## config.mk

```make
export PLATFORM = sky130hd
export DESIGN_NAME = scc_config_header
export DESIGN_NICKNAME = d
export VERILOG_FILES = /design/src/pkg/scc_pkg.sv /design/src/verilog/scc_tenure_counter.sv /design/src/verilog/scc_config_header.sv
export VERILOG_INCLUDE_DIRS = /design/src /design/src/pkg
export SDC_FILE = /design/constraint.sdc
export NUM_CORES = 1
export LEC_CHECK = 0
export BUFFER_PORTS_ARGS = -buffer_cell sky130_fd_sc_hd__buf_2
export CAP_MARGIN = 20
export CORE_ASPECT_RATIO = 0.6
export CORE_MARGIN = 5
export CORE_UTILIZATION = 35
export CTS_CLUSTER_DIAMETER = 80
export CTS_CLUSTER_SIZE = 16
export DETAILED_ROUTE_END_ITERATION = 16
export GPL_TIMING_DRIVEN = 0
export MAX_ROUTING_LAYER = met4
export PLACE_DENSITY_LB_ADDON = 0.12
export SLEW_MARGIN = 20
export SYNTH_ARGS = -nofsm -noshare
export SYNTH_HDL_FRONTEND = slang
export SYNTH_SLANG_ARGS = --single-unit
```

## constraint.sdc

```tcl
create_clock -name clk_sys -period 4 [get_ports clk_sys]
set_clock_uncertainty 0.15 [all_clocks]
set_input_delay 0.8 -clock clk_sys [delete_from_list [all_inputs] [get_ports clk_sys]]
set_output_delay 0.8 -clock clk_sys [all_outputs]
set_load 0.01 [all_outputs]
```

## src/pkg/scc_params.svh

```systemverilog
`ifndef SCC_PARAMS_SVH
`define SCC_PARAMS_SVH
// Configuration byte offsets of the registers held by this block.
`define SCC_OFF_CLASS 8'h08
`define SCC_OFF_TIMING 8'h0c
`define SCC_OFF_LAYOUT 8'h0e
`define SCC_OFF_BASE 8'h10
`define SCC_OFF_BOARD 8'h2c
`define SCC_OFF_SUBSYS_ACCESS 8'h50
// Fixed identification fields of the class register.
`define SCC_CATEGORY 8'h07
`define SCC_SUBCLASS 8'h80
`define SCC_PGM_IF 8'h00
// Self-test and standard header layout values.
`define SCC_SELF_TEST 8'h00
`define SCC_LAYOUT_STD 7'h00
// Base address field position and width.
`define SCC_BASE_LSB 13
`define SCC_BASE_W 19
// Reset values.
`define SCC_TIMING_RESET 8'h00
`define SCC_BASE_RESET 19'h00000
`define SCC_BOARD_RESET 16'h0000
// Bus commands that use the line length.
`define SCC_CMD_READ_MULT 4'hc
`define SCC_CMD_READ_LINE 4'he
`define SCC_CMD_WRITE_INV 4'hf
// Largest tenure count; the counter saturates here.
`define SCC_TENURE_MAX 8'hff
`endif

```

## src/pkg/scc_pkg.sv

```systemverilog
package scc_pkg;
  // One configuration byte.
  typedef logic [7:0] scc_byte_t;
  // One configuration dword.
  typedef logic [31:0] scc_word_t;
  // Dword selected by a configuration access, one-hot, or all zero for none.
  typedef enum logic [5:0] {
    SCC_SEL_NONE = 6'h00,
    SCC_SEL_CLASS = 6'h01,
    SCC_SEL_TIMING = 6'h02,
    SCC_SEL_BASE = 6'h04,
    SCC_SEL_BOARD = 6'h08,
    SCC_SEL_ACCESS = 6'h10
  } scc_sel_t;
endpackage

```

## src/verilog/scc_tenure_counter.sv

```systemverilog
`timescale 1ns/1ps
`include "scc_params.svh"
// Counts bus-clock cycles of the block's own initiated tenure.
module scc_tenure_counter (
  input wire logic clk_sys,
  input wire logic arst_n,
  input wire logic frame_start,
  input wire logic active,
  input wire logic gnt_n,
  input wire scc_pkg::scc_byte_t limit,
  output logic expired,
  output logic stop_req
);
  import scc_pkg::*;

  scc_byte_t count_reg; // Cycles since our own frame started.
  scc_byte_t count_next; // Next count.

  // Restart on every own frame start, then count while active.
  // Saturation keeps a long tenure from wrapping back under the limit.
  always_comb begin
    count_next = count_reg;
    if (frame_start) begin
      count_next = 8'h00;
    end else if (active && count_reg != `SCC_TENURE_MAX) begin
      count_next = count_reg + 8'h01;
    end
  end

  // Register the count.
  always_ff @(posedge clk_sys or negedge arst_n) begin
    if (!arst_n) begin
      count_reg <= 8'h00;
    end else begin
      count_reg <= count_next;
    end
  end

  // Expiry is combinational so the stop request follows grant removal at once.
  assign expired = (count_reg >= limit);
  assign stop_req = active && expired && gnt_n;

  restart_zero_a: assert property (@(posedge clk_sys) disable iff (!arst_n)
    frame_start |=> count_reg == 8'h00) else $error("Tenure count did not restart.");

  // The count may already be past the limit when the grant goes away.
  stop_on_gnt_a: assert property (@(posedge clk_sys) disable iff (!arst_n)
    (active && !frame_start && count_reg >= limit && gnt_n) |-> stop_req)
    else $error("Expired tenure not ended on grant loss.");
endmodule // scc_tenure_counter

```

## src/verilog/scc_config_header.sv

```systemverilog
`timescale 1ns/1ps
`include "scc_params.svh"
// Contract
// - Category byte reads fixed communication code.
// - Programming interface zero, revision hardwired.
// - Writable tenure limit, restarts at frame.
// - Expired tenure ends when grant removed.
// - Writable line length used for line commands.
// - Self-test byte always reads zero.
// - Standard layout, multifunction bit from strap.
// - Base address upper bits are writable.
// - Base bits twelve to four read zero.
// - Base low type bits read zero.
// - Board maker id loaded, read-only here.
// - Access register write updates board maker id.
// - Board maker id cleared by global reset only.
module scc_config_header #(
  // Revision code; the value is arbitrary.
  parameter scc_pkg::scc_byte_t SILICON_REVISION = 8'h5a
) (
  input wire logic clk_sys,
  input wire logic arst_n,
  input wire logic global_reset_input_n,
  input wire logic cfg_rd,
  input wire logic cfg_wr,
  input wire scc_pkg::scc_byte_t cfg_addr,
  input wire logic [3:0] cfg_be,
  input wire scc_pkg::scc_word_t cfg_wdata,
  output scc_pkg::scc_word_t cfg_rdata,
  output logic cfg_ack,
  input wire logic eeprom_load,
  input wire logic [15:0] eeprom_board_id,
  input wire logic multifunction_strap,
  input wire logic initiator_frame_start,
  input wire logic initiator_active,
  input wire logic [3:0] initiator_cmd,
  input wire logic gnt_n,
  output logic tenure_expired,
  output logic initiator_stop_req,
  output scc_pkg::scc_byte_t line_length_setting,
  output scc_pkg::scc_byte_t burst_line_length,
  output scc_pkg::scc_word_t window_base
);
  import scc_pkg::*;

  // Everything but the board maker id also clears on the global reset.
  logic core_rst_n;
  assign core_rst_n = arst_n & global_reset_input_n;

  // Dword indices of the owned offsets, cut to the width of the index field.
  localparam logic [5:0] IDX_CLASS = 6'(`SCC_OFF_CLASS >> 2);
  localparam logic [5:0] IDX_TIMING = 6'(`SCC_OFF_TIMING >> 2);
  localparam logic [5:0] IDX_BASE = 6'(`SCC_OFF_BASE >> 2);
  localparam logic [5:0] IDX_BOARD = 6'(`SCC_OFF_BOARD >> 2);
  localparam logic [5:0] IDX_ACCESS = 6'(`SCC_OFF_SUBSYS_ACCESS >> 2);

  scc_sel_t sel; // Dword addressed by the current access.
  scc_byte_t tenure_limit_reg; // Host tenure limit, bus-clock cycles.
  scc_byte_t tenure_limit_next; // Next tenure limit.
  scc_byte_t line_reg; // Host cache line length.
  scc_byte_t line_next; // Next line length.
  logic [`SCC_BASE_W-1:0] base_reg; // Writable upper base address bits.
  logic [`SCC_BASE_W-1:0] base_next; // Next base bits.
  logic mf_reg; // Multifunction flag caught from the strap.
  logic mf_next; // Next multifunction flag.
  logic mf_taken_reg; // Strap has been caught since reset.
  scc_word_t rdata_next; // Read data for the next cycle.
  logic ack_next; // Access completes next cycle.
  logic [15:0] board_id_reg; // Board maker id, global reset only.
  logic [15:0] board_id_next; // Next board maker id.

  // Decode the dword index; byte lanes pick bytes inside it.
  always_comb begin
    case (cfg_addr[7:2])
      IDX_CLASS: sel = SCC_SEL_CLASS;
      IDX_TIMING: sel = SCC_SEL_TIMING;
      IDX_BASE: sel = SCC_SEL_BASE;
      IDX_BOARD: sel = SCC_SEL_BOARD;
      IDX_ACCESS: sel = SCC_SEL_ACCESS;
      default: sel = SCC_SEL_NONE;
    endcase
  end

  // Next values of the host-facing registers and the read port.
  // Writable fields and the multifunction flag appear here; other fixed fields have no storage,
  // so a write to them completes with an answer and alters nothing.
  always_comb begin
    tenure_limit_next = tenure_limit_reg;
    line_next = line_reg;
    base_next = base_reg;
    mf_next = mf_taken_reg ? mf_reg : multifunction_strap;
    ack_next = cfg_rd || cfg_wr;
    rdata_next = 32'h00000000;
    if (cfg_wr && sel == SCC_SEL_TIMING) begin
      // Bytes 2 and 3 of this dword are layout and self-test: ignored.
      if (cfg_be[1]) begin
        tenure_limit_next = cfg_wdata[15:8];
      end
      if (cfg_be[0]) begin
        line_next = cfg_wdata[7:0];
      end
    end
    if (cfg_wr && sel == SCC_SEL_BASE) begin
      // Lane 1 holds only bits 15..13 of the writable field.
      if (cfg_be[3]) begin
        base_next[18:11] = cfg_wdata[31:24];
      end
      if (cfg_be[2]) begin
        base_next[10:3] = cfg_wdata[23:16];
      end
      if (cfg_be[1]) begin
        base_next[2:0] = cfg_wdata[15:13];
      end
    end
    if (cfg_rd) begin
      case (sel)
        SCC_SEL_CLASS: begin
          rdata_next = {`SCC_CATEGORY, `SCC_SUBCLASS, `SCC_PGM_IF, SILICON_REVISION};
        end
        SCC_SEL_TIMING: begin
          rdata_next = {`SCC_SELF_TEST, mf_reg, `SCC_LAYOUT_STD, tenure_limit_reg, line_reg};
        end
        SCC_SEL_BASE: begin
          // Size, prefetch, type bits fixed zero
          rdata_next = {base_reg, 13'h0000};
        end
        SCC_SEL_BOARD: begin
          // The subsystem id above it is not part of this block.
          rdata_next = {16'h0000, board_id_reg};
        end
        default: begin
          // Unowned offsets and the write-only access port read zero.
          rdata_next = 32'h00000000;
        end
      endcase
    end
  end

  // Register the core state. The strap is caught on the first clock after
  // reset release, never under the asynchronous reset itself.
  always_ff @(posedge clk_sys or negedge core_rst_n) begin
    if (!core_rst_n) begin
      tenure_limit_reg <= `SCC_TIMING_RESET;
      line_reg <= `SCC_TIMING_RESET;
      base_reg <= `SCC_BASE_RESET;
      mf_reg <= 1'b0;
      mf_taken_reg <= 1'b0;
      cfg_rdata <= 32'h00000000;
      cfg_ack <= 1'b0;
    end else begin
      tenure_limit_reg <= tenure_limit_next;
      line_reg <= line_next;
      base_reg <= base_next;
      mf_reg <= mf_next;
      mf_taken_reg <= 1'b1;
      cfg_rdata <= rdata_next;
      cfg_ack <= ack_next;
    end
  end

  // Board maker id: the access port wins over a simultaneous EEPROM load,
  // since the host write is the later, deliberate value.
  always_comb begin
    board_id_next = board_id_reg;
    if (eeprom_load) begin
      board_id_next = eeprom_board_id;
    end
    if (cfg_wr && sel == SCC_SEL_ACCESS) begin
      if (cfg_be[0]) begin
        board_id_next[7:0] = cfg_wdata[7:0];
      end
      if (cfg_be[1]) begin
        board_id_next[15:8] = cfg_wdata[15:8];
      end
    end
  end

  // Only the global reset clears this id, so a bus reset keeps it.
  always_ff @(posedge clk_sys or negedge global_reset_input_n) begin
    if (!global_reset_input_n) begin
      board_id_reg <= `SCC_BOARD_RESET;
    end else begin
      board_id_reg <= board_id_next;
    end
  end

  // Tenure counter for the block's own initiated transactions.
  scc_tenure_counter u_tenure (
    .clk_sys(clk_sys),
    .arst_n(core_rst_n),
    .frame_start(initiator_frame_start),
    .active(initiator_active),
    .gnt_n(gnt_n),
    .limit(tenure_limit_reg),
    .expired(tenure_expired),
    .stop_req(initiator_stop_req)
  );

  // Line length goes to the master only for the three line commands.
  always_comb begin
    case (initiator_cmd)
      `SCC_CMD_READ_MULT, `SCC_CMD_READ_LINE, `SCC_CMD_WRITE_INV: begin
        burst_line_length = line_reg;
      end
      default: begin
        burst_line_length = 8'h00;
      end
    endcase
  end

  assign line_length_setting = line_reg;
  assign window_base = {base_reg, 13'h0000};

  class_read_a: assert property (@(posedge clk_sys) disable iff (!core_rst_n)
    (cfg_rd && sel == SCC_SEL_CLASS) |=> cfg_ack && cfg_rdata[31:8] == 24'h078000)
    else $error("Class dword read wrong.");

  self_test_a: assert property (@(posedge clk_sys) disable iff (!core_rst_n)
    (cfg_rd && sel == SCC_SEL_TIMING) |=> cfg_rdata[31:24] == 8'h00 && cfg_rdata[22:16] == 7'h00)
    else $error("Self-test or layout field not zero.");

  layout_mf_a: assert property (@(posedge clk_sys) disable iff (!core_rst_n)
    (cfg_rd && sel == SCC_SEL_TIMING) |=> cfg_rdata[23] == $past(mf_reg))
    else $error("Multifunction bit misreported.");

  tenure_write_a: assert property (@(posedge clk_sys) disable iff (!core_rst_n)
    (cfg_wr && sel == SCC_SEL_TIMING && cfg_be[1])
    |=> tenure_limit_reg == $past(cfg_wdata[15:8]))
    else $error("Tenure limit not written.");

  line_use_a: assert property (@(posedge clk_sys) disable iff (!core_rst_n)
    (initiator_cmd == `SCC_CMD_WRITE_INV) |-> burst_line_length == line_length_setting)
    else $error("Line length not applied.");

  base_write_a: assert property (@(posedge clk_sys) disable iff (!core_rst_n)
    (cfg_wr && sel == SCC_SEL_BASE && cfg_be == 4'hf)
    |=> window_base == {$past(cfg_wdata[31:13]), 13'h0000})
    else $error("Base address not written.");

  base_low_a: assert property (@(posedge clk_sys) disable iff (!core_rst_n)
    (cfg_rd && sel == SCC_SEL_BASE) |=> cfg_rdata[12:0] == 13'h0000)
    else $error("Base low bits not zero.");

  fixed_write_a: assert property (@(posedge clk_sys) disable iff (!core_rst_n)
    (cfg_wr && (sel == SCC_SEL_CLASS || sel == SCC_SEL_BOARD) && !eeprom_load)
    |=> cfg_ack && $stable(board_id_reg) && $stable(base_reg) && $stable(line_reg))
    else $error("Write to fixed field changed state.");

  board_update_a: assert property (@(posedge clk_sys) disable iff (!global_reset_input_n)
    (cfg_wr && sel == SCC_SEL_ACCESS && cfg_be[1:0] == 2'h3) |=> board_id_reg == $past(cfg_wdata[15:0]))
    else $error("Board maker id not updated.");

  board_keep_a: assert property (@(posedge clk_sys) disable iff (!global_reset_input_n)
    (!arst_n && !eeprom_load) |=> $stable(board_id_reg))
    else $error("Bus reset disturbed board maker id.");
endmodule // scc_config_header

```

==> results of run 1 <==
[critical path: stages (launching register included)]
cell      delay, ns
dfrtp_1        0.41
inv_1          0.06
ha_1           0.26
nand2b_1       0.14
a21oi_1        0.17
o21ai_0        0.18
a41o_1         0.27
buf_2          0.13
[per-stage QoR]
stage | area (sq um) | instances | TNS (ns) | setup WS (ns)
6_report | 5523 | 695 | 0 | 1.093
5_1_grt | 5523 | 695 | 0 | 0.9702
4_1_cts | 5523 | 695 | 0 | 1.066
3_5_place_dp | 5231 | 679 | 0 | 1.174
3_3_place_gp | 5181 | 677 | -88.29 | -1.141
2_1_floorplan | 4284 | 374 | 0 | 0.6269
[cells in the mapped netlist, drive strengths merged, types with 5 or more instances]
cell type and count:
and3 15, ha 9, nand3 5, dfrtp 94, buf 24, clkbuf 7
and2 9, a21oi 27, nor2 36, o21ai 7, inv 12, nand2 15
mux2 36, mux2i 17, a22oi 9
[metal layers]
metal	track usage	vias up	wire length (um)
met1	0.2409	1579	5984
met3	0.05034	10	752
li1	-	1573	-
met5	-	-	0
met2	0.2190	112	4618
met4	0.03889	0	102
[layout make-up]
type / count / area, sq um / share of cell area
Buffer: 31 / 195.2 / 0.03534
Clock buffer: 9 / 225.2 / 0.04078
Clock inverter: 7 / 66.31 / 0.01201
Inverter: 12 / 45.04 / 0.008156
Multi-Input combinational cell: 237 / 1694 / 0.3068
Sequential cell: 94 / 2352 / 0.4259
Tap cell: 165 / 206.4 / 0.03738
Timing Repair Buffer: 140 / 738.2 / 0.1337
[path summary, 6_finish.rpt]
path                                         end  slack [ns]  cells after the start
min in group clk_sys                      mf_reg        0.35                      1
min reg2reg                               mf_reg        0.35                      1
max reg2reg                u_tenure.count_reg[1]        2.01                      6
max                           initiator_stop_req        1.09                      7
min                              board_id_reg[9]        0.24                      1
max in group asynchronous           base_reg[16]        2.33                      4
[cells by family (layout without fill, tap and decap cells)]
family,count (synthesis),count (layout),share of synthesized area
simple gates,99,99,0.1278
fa+ha+maj,9,9,0.02656
other cells,2,14,0.001772
mux,53,53,0.1358
flops,94,94,0.5549
buf+inv,43,199,0.05667
xor+xnor,3,3,0.006199
compound gates,59,59,0.09032
[cells in the final DEF, fill, tap and decap left out, drive strengths merged, types with 2 or more instances in the layout]
| cell | netlist | final |
|---|---|---|
| clkinv | 0 | 3 |
| a22oi | 9 | 9 |
| nand2 | 15 | 15 |
| ha | 9 | 9 |
| o21ai | 7 | 7 |
| a222oi | 3 | 3 |
| nand4 | 3 | 3 |
| a41oi | 2 | 2 |
| nor3 | 3 | 3 |
| buf | 24 | 164 |
| a211oi | 2 | 2 |
| and3 | 15 | 15 |
| mux2 | 36 | 36 |
| clkbuf | 7 | 16 |
| inv | 12 | 16 |
| dfrtp | 94 | 94 |
| mux2i | 17 | 17 |
| and4 | 3 | 3 |
| nor2 | 36 | 36 |
| conb | 2 | 14 |
| a21oi | 27 | 27 |
| xnor2 | 3 | 3 |
| nor2b | 2 | 2 |
| a21boi | 3 | 3 |
| nand3 | 5 | 5 |
| nor3b | 3 | 3 |
| a31oi | 2 | 2 |
| and2 | 9 | 9 |
[where the power goes]
group	total [mW]	leakage, nW	internal [mW]	switching [mW]
sequential	1.04	1.25	1.00	0.0353
clock	0.835	0.144	0.438	0.397
combinational	0.239	1.56	0.115	0.124
total	2.11	2.96	1.55	0.556
==> summary.md, run 1 <==
| Metric | Value |
|---|---|
| GRT overflow | 0 |
| Residual DRC | 0 |
| Average wire per standard cell | 16.49 um |
| Die X-Extent | 152.1 um |
| Diodes inserted | 0 |
| Final wirelength | 11.46 mm |
| # port buffers | 138 |
| Top FF cell, synth | dfrtp_1 |
| Vias per cell | 4.711 |
| Site Rows | 31 |
| CTS clk-pin slew, worst paths | 0.07 ns |
| Max-slew violations | 0 |
| Clock root buffer | clkbuf_16 |
| Die Y | 95.25 um |
| CTS Hold Bufs | 0 |
| Pwr Density | 382.0 nW/um^2 |
| Core area | 11950 sq um |
| Total clock sinks | 94 |
| Total vias in the final route | 3274 |
| Post-Syn Area per Cell | 11.71 sq um |
| IO Pins | 157 |
| Max FFs per register | 32 |
| Yosys top cell by area | dfrtp_1 |
| Clock Tree Buf Depth | 2 |
| Num CTS Buffers | 9 |
| Worst Setup SP | u_tenure.count_reg[0] |
| Drt first pass iters | 5 |
| Tightest Pin Transition | 0.7028 ns |
| Setup bufs post-CTS | 0 |
| FF+latch count, synth | 94 |
| Critical setup path kind | reg -> out |
| Ys Warns | 0 |
| Asr flop ratio synth | 1.000 |
| Final nets | 608 |
| EDFF count, synth | 0 |
| Initial antenna violation count | 0 |
| Yosys top cell area share | 0.5549 |
| Largest net degree at the start of global routing | 42 |
| Initial Util | 0.3548 |
| Total power | 2.110 mW |
| Hold WS | 0.2404 ns |
| Final ANT Viol Nets | 0 |
| WP data arrival | 1.96 ns |
| Final number of setup-violating endpoints | 0 |
| Post-Synthesis Cells | 362 |
| RR Startpoint | u_tenure.count_reg[0] |
| P_leak | 2.956 nW |
| Worst hold path type | in -> async |
| Crit-path max FO | 4 |
| Tot GR Track Use | 0.1641 |
| HPWL Detailed | 8.832 mm |
| Top cells by area, synth | dfrtp_1 55%, mux2_2 9.3%, mux2i_1 4.0% |
| H-tree Lvls | 3 |
| Die Area | 14480 sq um |
| Max-slew headroom | 0.5315 |
| RSZ-0062 raised after global routing | false |
| Status | completed |
| CP required | 3.05 ns |
| Layout cells sized above 1 | 0.4189 |
| Synth cell types | 42 |
| First-pass GRT wire length | 17.77 mm |
| Area grow syn2layout | 30.28% |
| Final min period | 2.907 ns |
| Synthesized cell area | 4239 sq um |
| Final Util | 0.4623 |
| Final Cycle Share | 0.7268 |
| FMAX | 344.0 MHz |
| Max-Cap Viols | 0 |
| Filler cell count | 1167 |
| CTS tree | done |
| VDD IR max | 0.0002194 V |
| Gpl congestion | 0.7987 |
| Worst Setup Start Kind | flop |
| Initial DRC Count | 166 |
| Vias in the first global route | 3171 |
| Worst-Skew Late Latency | 0.34 ns |
| Post-CTS Resized | 0 |
| Crit end category | output port |
| Final Hold Viols | 0 |
| Sequential element share of the synthesized area | 0.5549 |
No activity file was read; power rests on OpenSTA's default activity.
==> run 2, diff against run 1 <==
--- a/config.mk
+++ b/config.mk
@@ -6,6 +6,7 @@
 export SDC_FILE = /design/constraint.sdc
 export NUM_CORES = 1
 export LEC_CHECK = 0
+export ABC_AREA = 1
 export BUFFER_PORTS_ARGS = -buffer_cell sky130_fd_sc_hd__buf_2
 export CAP_MARGIN = 20
 export CORE_ASPECT_RATIO = 0.6
==> constraint.sdc (replaced) <==
create_clock -name clk_sys -period 2.6 [get_ports clk_sys]
set_clock_uncertainty 0.15 [all_clocks]
set_input_delay 0.52 -clock clk_sys [delete_from_list [all_inputs] [get_ports clk_sys]]
set_output_delay 0.52 -clock clk_sys [all_outputs]
set_load 0.01 [all_outputs]
==> summary.md, run 2 <==
| Metric | Value |
|---|---|
| Die Y | 101.1 um (+6.1%) |
| Top cells by area, synth | dfrtp_1 49%, nand2_1 17%, inv_1 6.3% |
| Post-synth top cells | 217 x nand2_1, 94 x dfrtp_1, 81 x inv_1, 47 x nand3_1 |
| Site Rows | 33 (+6.5%) |
| EDFF count, synth | 0 (unchanged) |
| Most frequent cells in the layout | 217 x nand2_1, 139 x buf_2, 94 x dfrtp_1, 80 x inv_1, 47 x nand3_1 |
| Crit-path max FO | 5 (+1) |
| Average wire per standard cell | 14.58 um (-12%) |
| Crit end category | output port |
| Area grow syn2layout | 27.50% |
| Yosys top cell by area | dfrtp_1 |
| Synthesized cell area | 4837 sq um (+14%) |
| Clock Power Share | 0.412 (+0.016) |
| Initial DRC Count | 268 (+61%) |
| Sequential element share of the synthesized area | 0.4863 (-0.06861) |
| # port buffers | 138 (unchanged) |
| First-pass GRT wire length | 22.78 mm (+28%) |
| Die Area | 16350 sq um (+13%) |
| Reg2reg path depth | 9 (+3) |
| Num CTS Buffers | 9 (unchanged) |
| End of the critical path | initiator_stop_req |
| RR Startpoint | u_tenure.count_reg[1] |
| Initial Util | 0.3561 (+0.001245) |
| Critical setup path kind | reg -> out |
| Worst Setup Start Kind | flop |
| Final ANT Viol Nets | 0 (unchanged) |
| Worst path max stage delay | 0.43 ns (+0.02 ns) |
| Placed cell area | 5836 sq um (+12%) |
| Top FF cell, synth | dfrtp_1 |
| Largest family of logic cells by synthesized area | simple AND/OR/NAND/NOR gates |
| Synth Area in Compound Gates | 0.08484 (-0.005477) |
| Tightest Pin Transition | 0.6583 ns (-0.04446 ns) |
| Layout cells sized above 1 | 0.2755 (-0.1434) |
| Critical path cell sequence | ha_1 -> nand2_1 -> nor2_2 -> nand4_1 -> nand3_1 -> nand2_1 -> inv_1 -> buf_2 |
| Final number of setup-violating endpoints | 0 (unchanged) |
| Final min period | 2.444 ns |
| Vias per cell | 4.690 (-0.43%) |
| Dominant cell by count in the synthesized netlist | nand2_1 |
| Clock Tree Buf Depth | 2 (unchanged) |
| XOR/XNOR share of the synthesized area | 0 (-0.006198) |
| Worst Setup SP | u_tenure.count_reg[7] |
| Status | completed |
| Diodes inserted | 0 (unchanged) |
| H-tree Lvls | 3 (unchanged) |
| Vias in the first global route | 4439 (+40%) |
| Total vias in the final route | 4498 (+37%) |
| FMAX | 409.2 MHz |
| Tot GR Track Use | 0.1824 (+0.01840) |
| CTS tree | done |
| CP required | 1.93 ns (-1.12 ns) |
| WP data arrival | 1.77 ns (-0.19 ns) |
| GRT overflow | 0 (unchanged) |
| Final Cycle Share | 0.9398 |
| Core area | 13580 sq um (+14%) |
| Max-slew headroom | 0.5592 (+0.02771) |
| Max-slew violations | 0 (unchanged) |
| Ys Warns | 0 (unchanged) |
| Final wirelength | 13.99 mm (+22%) |
| Worst path slowest cell | dfrtp_1 |
| Commonest non-fill, non-tap cell in the layout | nand2_1 |
| P_leak | 3.532 nW (+19%) |
| Pwr Density | 567.7 nW/um^2 (+49%) |
| Largest net degree at the start of global routing | 34 (-19%) |
| Die X-Extent | 161.8 um (+6.4%) |
| Post-Synthesis Cells | 616 (+70%) |
| Sw frac | 0.2680 (+0.004396) |
| Mux cell area share after synthesis | 0.002328 (-0.1334) |
| Drt first pass iters | 7 (+2) |
| Setup bufs post-CTS | 0 (unchanged) |
| Most used cell, CP | nand2_1 |
| IO Pins | 157 (unchanged) |
| Design Area, Final | 6167 sq um (+12%) |
| Initial antenna violation count | 0 (unchanged) |
| Worst-Skew Late Latency | 0.35 ns (about the same) |
| Comb pwr share | 0.132 (+0.019) |
| Worst hold path type | in -> async |
| CTS clk-pin slew, worst paths | 0.07 ns (about the same) |
| HPWL Detailed | 10.89 mm (+23%) |
| Seq pwr share | 0.456 (-0.035) |
| Simple-Gate Fraction of Synth Area | 0.2900 (+0.1622) |
| Final Hold Viols | 0 (unchanged) |
| Final nets | 863 (+42%) |
| FF+latch count, synth | 94 (unchanged) |
| Total power | 3.501 mW (+66%) |
| NetSw | 0.9384 mW (+69%) |
| Final Util | 0.4540 (-0.008303) |
| Internal power | 2.563 mW (+65%) |
| FF-to-FF setup slack | 0.88 ns (-1.13 ns) |
| Worst R2R End | u_tenure.count_reg[3] |
| Gpl congestion | 0.8520 (+6.7%) |
| Asr flop ratio synth | 1.000 (unchanged) |
| Total clock sinks | 94 (unchanged) |
| VDD IR max | 0.0003214 V (+47%) |
| Post-synthesis adder-cell area fraction | 0.02328 (-0.003284) |
| Synth cell types | 32 (-24%) |
| Max FFs per register | 32 (unchanged) |
| Yosys top cell area share | 0.4863 (-0.06861) |
| Residual DRC | 0 (unchanged) |
| RSZ-0062 raised after global routing | false |
| Max-Cap Viols | 0 (unchanged) |
| Clock root buffer | clkbuf_16 |
| Post-Syn Area per Cell | 7.852 sq um (-33%) |
==> run 2: cell types whose count changed after synthesis, sizes merged, moves of 6 or more <==
cell,delta
a21oi,-13
a22oi,-9
and2,-9
and3,-15
inv,+72
mux2,-35
mux2i,-17
nand2,+209
nand3,+44
nor2,+6
o21ai,+46
==> run 2: how the worst min path moves through the flow <==
| stage | startpoint | end | slack (ns) | cells after the start |
|---|---|---|---|---|
| 2_1_floorplan | global_reset_input_n | board_id_reg[0] | 0.07 | 0 |
| 3_3_place_gp | global_reset_input_n | board_id_reg[9] | 0.33 | 1 |
| 3_5_place_dp | global_reset_input_n | board_id_reg[8] | 0.33 | 1 |
| 4_1_cts | arst_n | cfg_rdata[8] | 0.11 | 3 |
| 5_1_grt | arst_n | cfg_rdata[8] | 0.14 | 3 |
| 6_report | arst_n | cfg_rdata[8] | 0.09 | 3 |
==> run 2: power groups by stage <==
stage	Combinational (mW)	Clock, mW	Sequential (mW)
after global routing	0.532	1.53	1.61
after CTS	0.466	1.47	1.60
after floorplan	0.256	0	1.63
after detailed placement	0.462	0	1.62
after global placement	0.448	0	1.62
final	0.463	1.44	1.60
==> run 2: worst max-delay path: cells and delay by family, from the launching register on <==
family / cells / cell delay (ns)
flip-flops: 1 / 0.43
AND/OR/NAND/NOR: 5 / 0.54
buffers and inverters: 2 / 0.16
adder cells (fa/ha/maj): 1 / 0.31
==> run 2: cell type report <==
class,instances,area (sq um)
inverter,85,325.3
tap,175,219.0
sequential,94,2352
clock inverter,6,93.84
clock buffer,9,225.2
buffer,32,219.0
timing repair buffer,141,740.7
fill,1376,7417
multi-input combinational,417,1992
==> run 2: cells by family (layout without fill, tap and decap cells) <==
logic type                 Yosys count  count (layout)
other                                2              14
muxes                                1               1
AOI/OAI and AO/OA                   69              69
adders and majority gates            9               9
DFF                                 94              94
and+or+nand+nor                    324             324
buffers and inverters              117             273
==> run 2: what timing repair did <==
item,4_1_cts,5_1_grt
endpoints found under the hold margin,16,0
setup endpoints to repair,0,1
hold buffers,1,0
gates resized for setup,0,1
==> run 2: through the flow <==
step                      setup WS (ns)  instances  hold WS, ns  setup TNS, ns
after floorplan                  0.6891        628      0.07441              0
after global placement         -0.03925        941       0.3274         -2.421
after detailed placement         0.4465        943       0.3302              0
after CTS                        0.1019        959       0.1054              0
after global routing            0.01000        959       0.1364              0
final                            0.1564        959      0.09486              0
==> run 2: per-layer routing <==
layer	vias to the layer above	wire length (um)	global-route usage
met5	-	0	-
met3	15	1021	0.04291
li1	2216	-	-
met4	0	150	0.03704
met1	2116	6945	0.2636
met2	151	5871	0.2627
==> run 3, diff against run 2 <==
--- a/config.mk
+++ b/config.mk
@@ -16,8 +16,10 @@
 export CTS_CLUSTER_SIZE = 16
 export DETAILED_ROUTE_END_ITERATION = 16
 export GPL_TIMING_DRIVEN = 0
+export HOLD_SLACK_MARGIN = 0.02
 export MAX_ROUTING_LAYER = met4
 export PLACE_DENSITY_LB_ADDON = 0.12
+export REMOVE_ABC_BUFFERS = 1
 export SLEW_MARGIN = 20
 export SYNTH_ARGS = -nofsm -noshare
 export SYNTH_HDL_FRONTEND = slang
==> summary.md, run 3 (synthesis gave the netlist of run 2 again) <==
| Metric | Value |
|---|---|
| Core area | 13580 sq um (unchanged) |
| Crit end category | output port |
| Most frequent cells in the layout | 217 x nand2_1, 141 x buf_2, 94 x dfrtp_1, 80 x inv_1, 47 x nand3_1 |
| Final Hold Viols | 0 (unchanged) |
| Worst path slowest cell | dfrtp_1 |
| Final nets | 834 (-3.4%) |
| Pwr Density | 569.0 nW/um^2 (+0.24%) |
| HPWL Detailed | 9.643 mm (-11%) |
| Average wire per standard cell | 14.07 um (-3.5%) |
| Total clock sinks | 94 (unchanged) |
| Max-slew violations | 0 (unchanged) |
| FF-to-FF setup slack | 0.87 ns (about the same) |
| H-tree Lvls | 3 (unchanged) |
| Num CTS Buffers | 9 (unchanged) |
| Worst R2R End | u_tenure.count_reg[3] |
| Commonest non-fill, non-tap cell in the layout | nand2_1 |
| WP data arrival | 1.76 ns (about the same) |
| Final min period | 2.434 ns (-0.01004 ns) |
| Worst Setup Start Kind | flop |
| Vias per cell | 4.569 (-2.6%) |
| Critical path cell sequence | ha_1 -> nand2_1 -> nor2_2 -> nand4_1 -> nand3_1 -> nand2_1 -> inv_1 -> buf_2 |
| Clock root buffer | clkbuf_16 |
| Initial antenna violation count | 0 (unchanged) |
| VDD IR max | 0.0002866 V (-11%) |
| Final number of setup-violating endpoints | 0 (unchanged) |
| RR Startpoint | u_tenure.count_reg[1] |
| Reg2reg path depth | 9 (unchanged) |
| FMAX | 410.9 MHz (+0.41%) |
| Crit-path max FO | 5 (unchanged) |
| Status | completed |
| Multi-input logic area | 1992 sq um (unchanged) |
| Gpl congestion | 0.8096 (-5.0%) |
| Layout cells sized above 1 | 0.2619 (-0.01361) |
| IO Pins | 157 (unchanged) |
| Initial DRC Count | 263 (-1.9%) |
| Max-slew headroom | 0.3955 (-0.1637) |
| Site Rows | 33 (unchanged) |
| Die Area | 16350 sq um (unchanged) |
| Tot GR Track Use | 0.1696 (-0.01283) |
| Vias in the first global route | 4093 (-7.8%) |
| Final ANT Viol Nets | 0 (unchanged) |
| # port buffers | 141 (+2.2%) |
| CP required | 1.93 ns (about the same) |
| First-pass GRT wire length | 21.19 mm (-7.0%) |
| Max-Cap Viols | 0 (unchanged) |
| Worst-Skew Late Latency | 0.34 ns (about the same) |
| Crit path buf inv count | 2 (unchanged) |
| P_leak | 3.412 nW (-3.4%) |
| Tightest Pin Transition | 0.9058 ns (+0.2475 ns) |
| GRT overflow | 0 (unchanged) |
| Fin Setup TNS | 0 ns (unchanged) |
| Total vias in the final route | 4254 (-5.4%) |
| Critical setup path kind | reg -> out |
| Diodes inserted | 0 (unchanged) |
| Pre-CTS WS | 0.3145 ns (-0.1319 ns) |
| CTS tree | done |
| Worst path max stage delay | 0.43 ns (about the same) |
| Final wirelength | 13.10 mm (-6.3%) |
| Initial Util | 0.3561 (unchanged) |
| Worst hold path type | in -> async |
| Die Y | 101.1 um (unchanged) |
| Post-route worst setup slack | 0.1665 ns (+0.01004 ns) |
| Max FFs per register | 32 (unchanged) |
| CTS clk-pin slew, worst paths | 0.07 ns (about the same) |
| Final Cycle Share | 0.9360 (-0.003862) |
| Worst Setup SP | u_tenure.count_reg[7] |
| Residual DRC | 0 (unchanged) |
| Most used cell, CP | nand2_1 |
| Largest net degree at the start of global routing | 46 (+35%) |
| Drt first pass iters | 5 (-2) |
| Total power | 3.382 mW (-3.4%) |
| Register Area | 2352 sq um (unchanged) |
| Top cell family by delay on the critical path | simple AND/OR/NAND/NOR gates |
| Filler cell count | 1384 (+0.58%) |
| Area grow syn2layout | 22.87% |
| Clock Tree Buf Depth | 2 (unchanged) |
| Die X-Extent | 161.8 um (unchanged) |
[run 3: cell types whose count changed in the layout (fill, tap and decap cells not counted), moves of 2 or more]
cell / previous run / this run
buf_2: 139 / 141
clkbuf_1: 10 / 0
buf_4: 16 / 1
buf_6: 5 / 0
buf_12: 2 / 0
[run 3: metrics by stage]
stage	instances	hold slack (ns)	instance area, sq um	utilization
2_1_floorplan	596	0.07441	4663	-
3_3_place_gp	912	0.3257	5588	0.4113
3_5_place_dp	913	0.3321	5618	0.4136
4_1_cts	930	0.09863	5933	0.4368
5_1_grt	931	0.1332	5943	0.4375
6_report	931	0.08955	5943	0.4375
[run 3: power by group]
group	leakage, nW	switching, mW	internal [mW]	total, mW
Sequential	1.26	0.0551	1.54	1.59
Clock	0.148	0.596	0.759	1.36
Combinational	2.01	0.274	0.161	0.434
[run 3: how the worst max path moves through the flow]
stage,to,cells past startpoint
after CTS,initiator_stop_req,9
after global placement,base_reg[18],3
after detailed placement,base_reg[12],7
after floorplan,base_reg[0],2
final,initiator_stop_req,8
after global routing,initiator_stop_req,8
[run 3: area by class of cell]
class                      instances  share of cell area
clock inverter                     7             0.01347
sequential                        94              0.3958
clock buffer                       9             0.03789
multi-input combinational        417              0.3352
timing repair buffer             144              0.1263
tap                              175             0.03684
inverter                          85             0.05453
[run 3: routing by layer]
metal | vias to the layer above | GRT usage | routed length (um)
li1 | 2154 | - | -
met4 | 0 | 0.04094 | 139
met5 | - | - | 0
met3 | 13 | 0.04863 | 1040
met1 | 1935 | 0.2338 | 6389
met2 | 152 | 0.2479 | 5531
[run 3: repair_timing]
action | 4_1_cts | 5_1_grt
hold buffers | 1 | 0
endpoints found under the hold margin | 16 | 0
gates resized for setup | 0 | 1
buffers inserted | 0 | 1
endpoints found under the setup margin | 0 | 1
[run 3: worst min-delay path: cells and delay by family]
kind	cells	cell delay [ns]
buffers and inverters	2	0.43
and+or+nand+nor	1	0.07
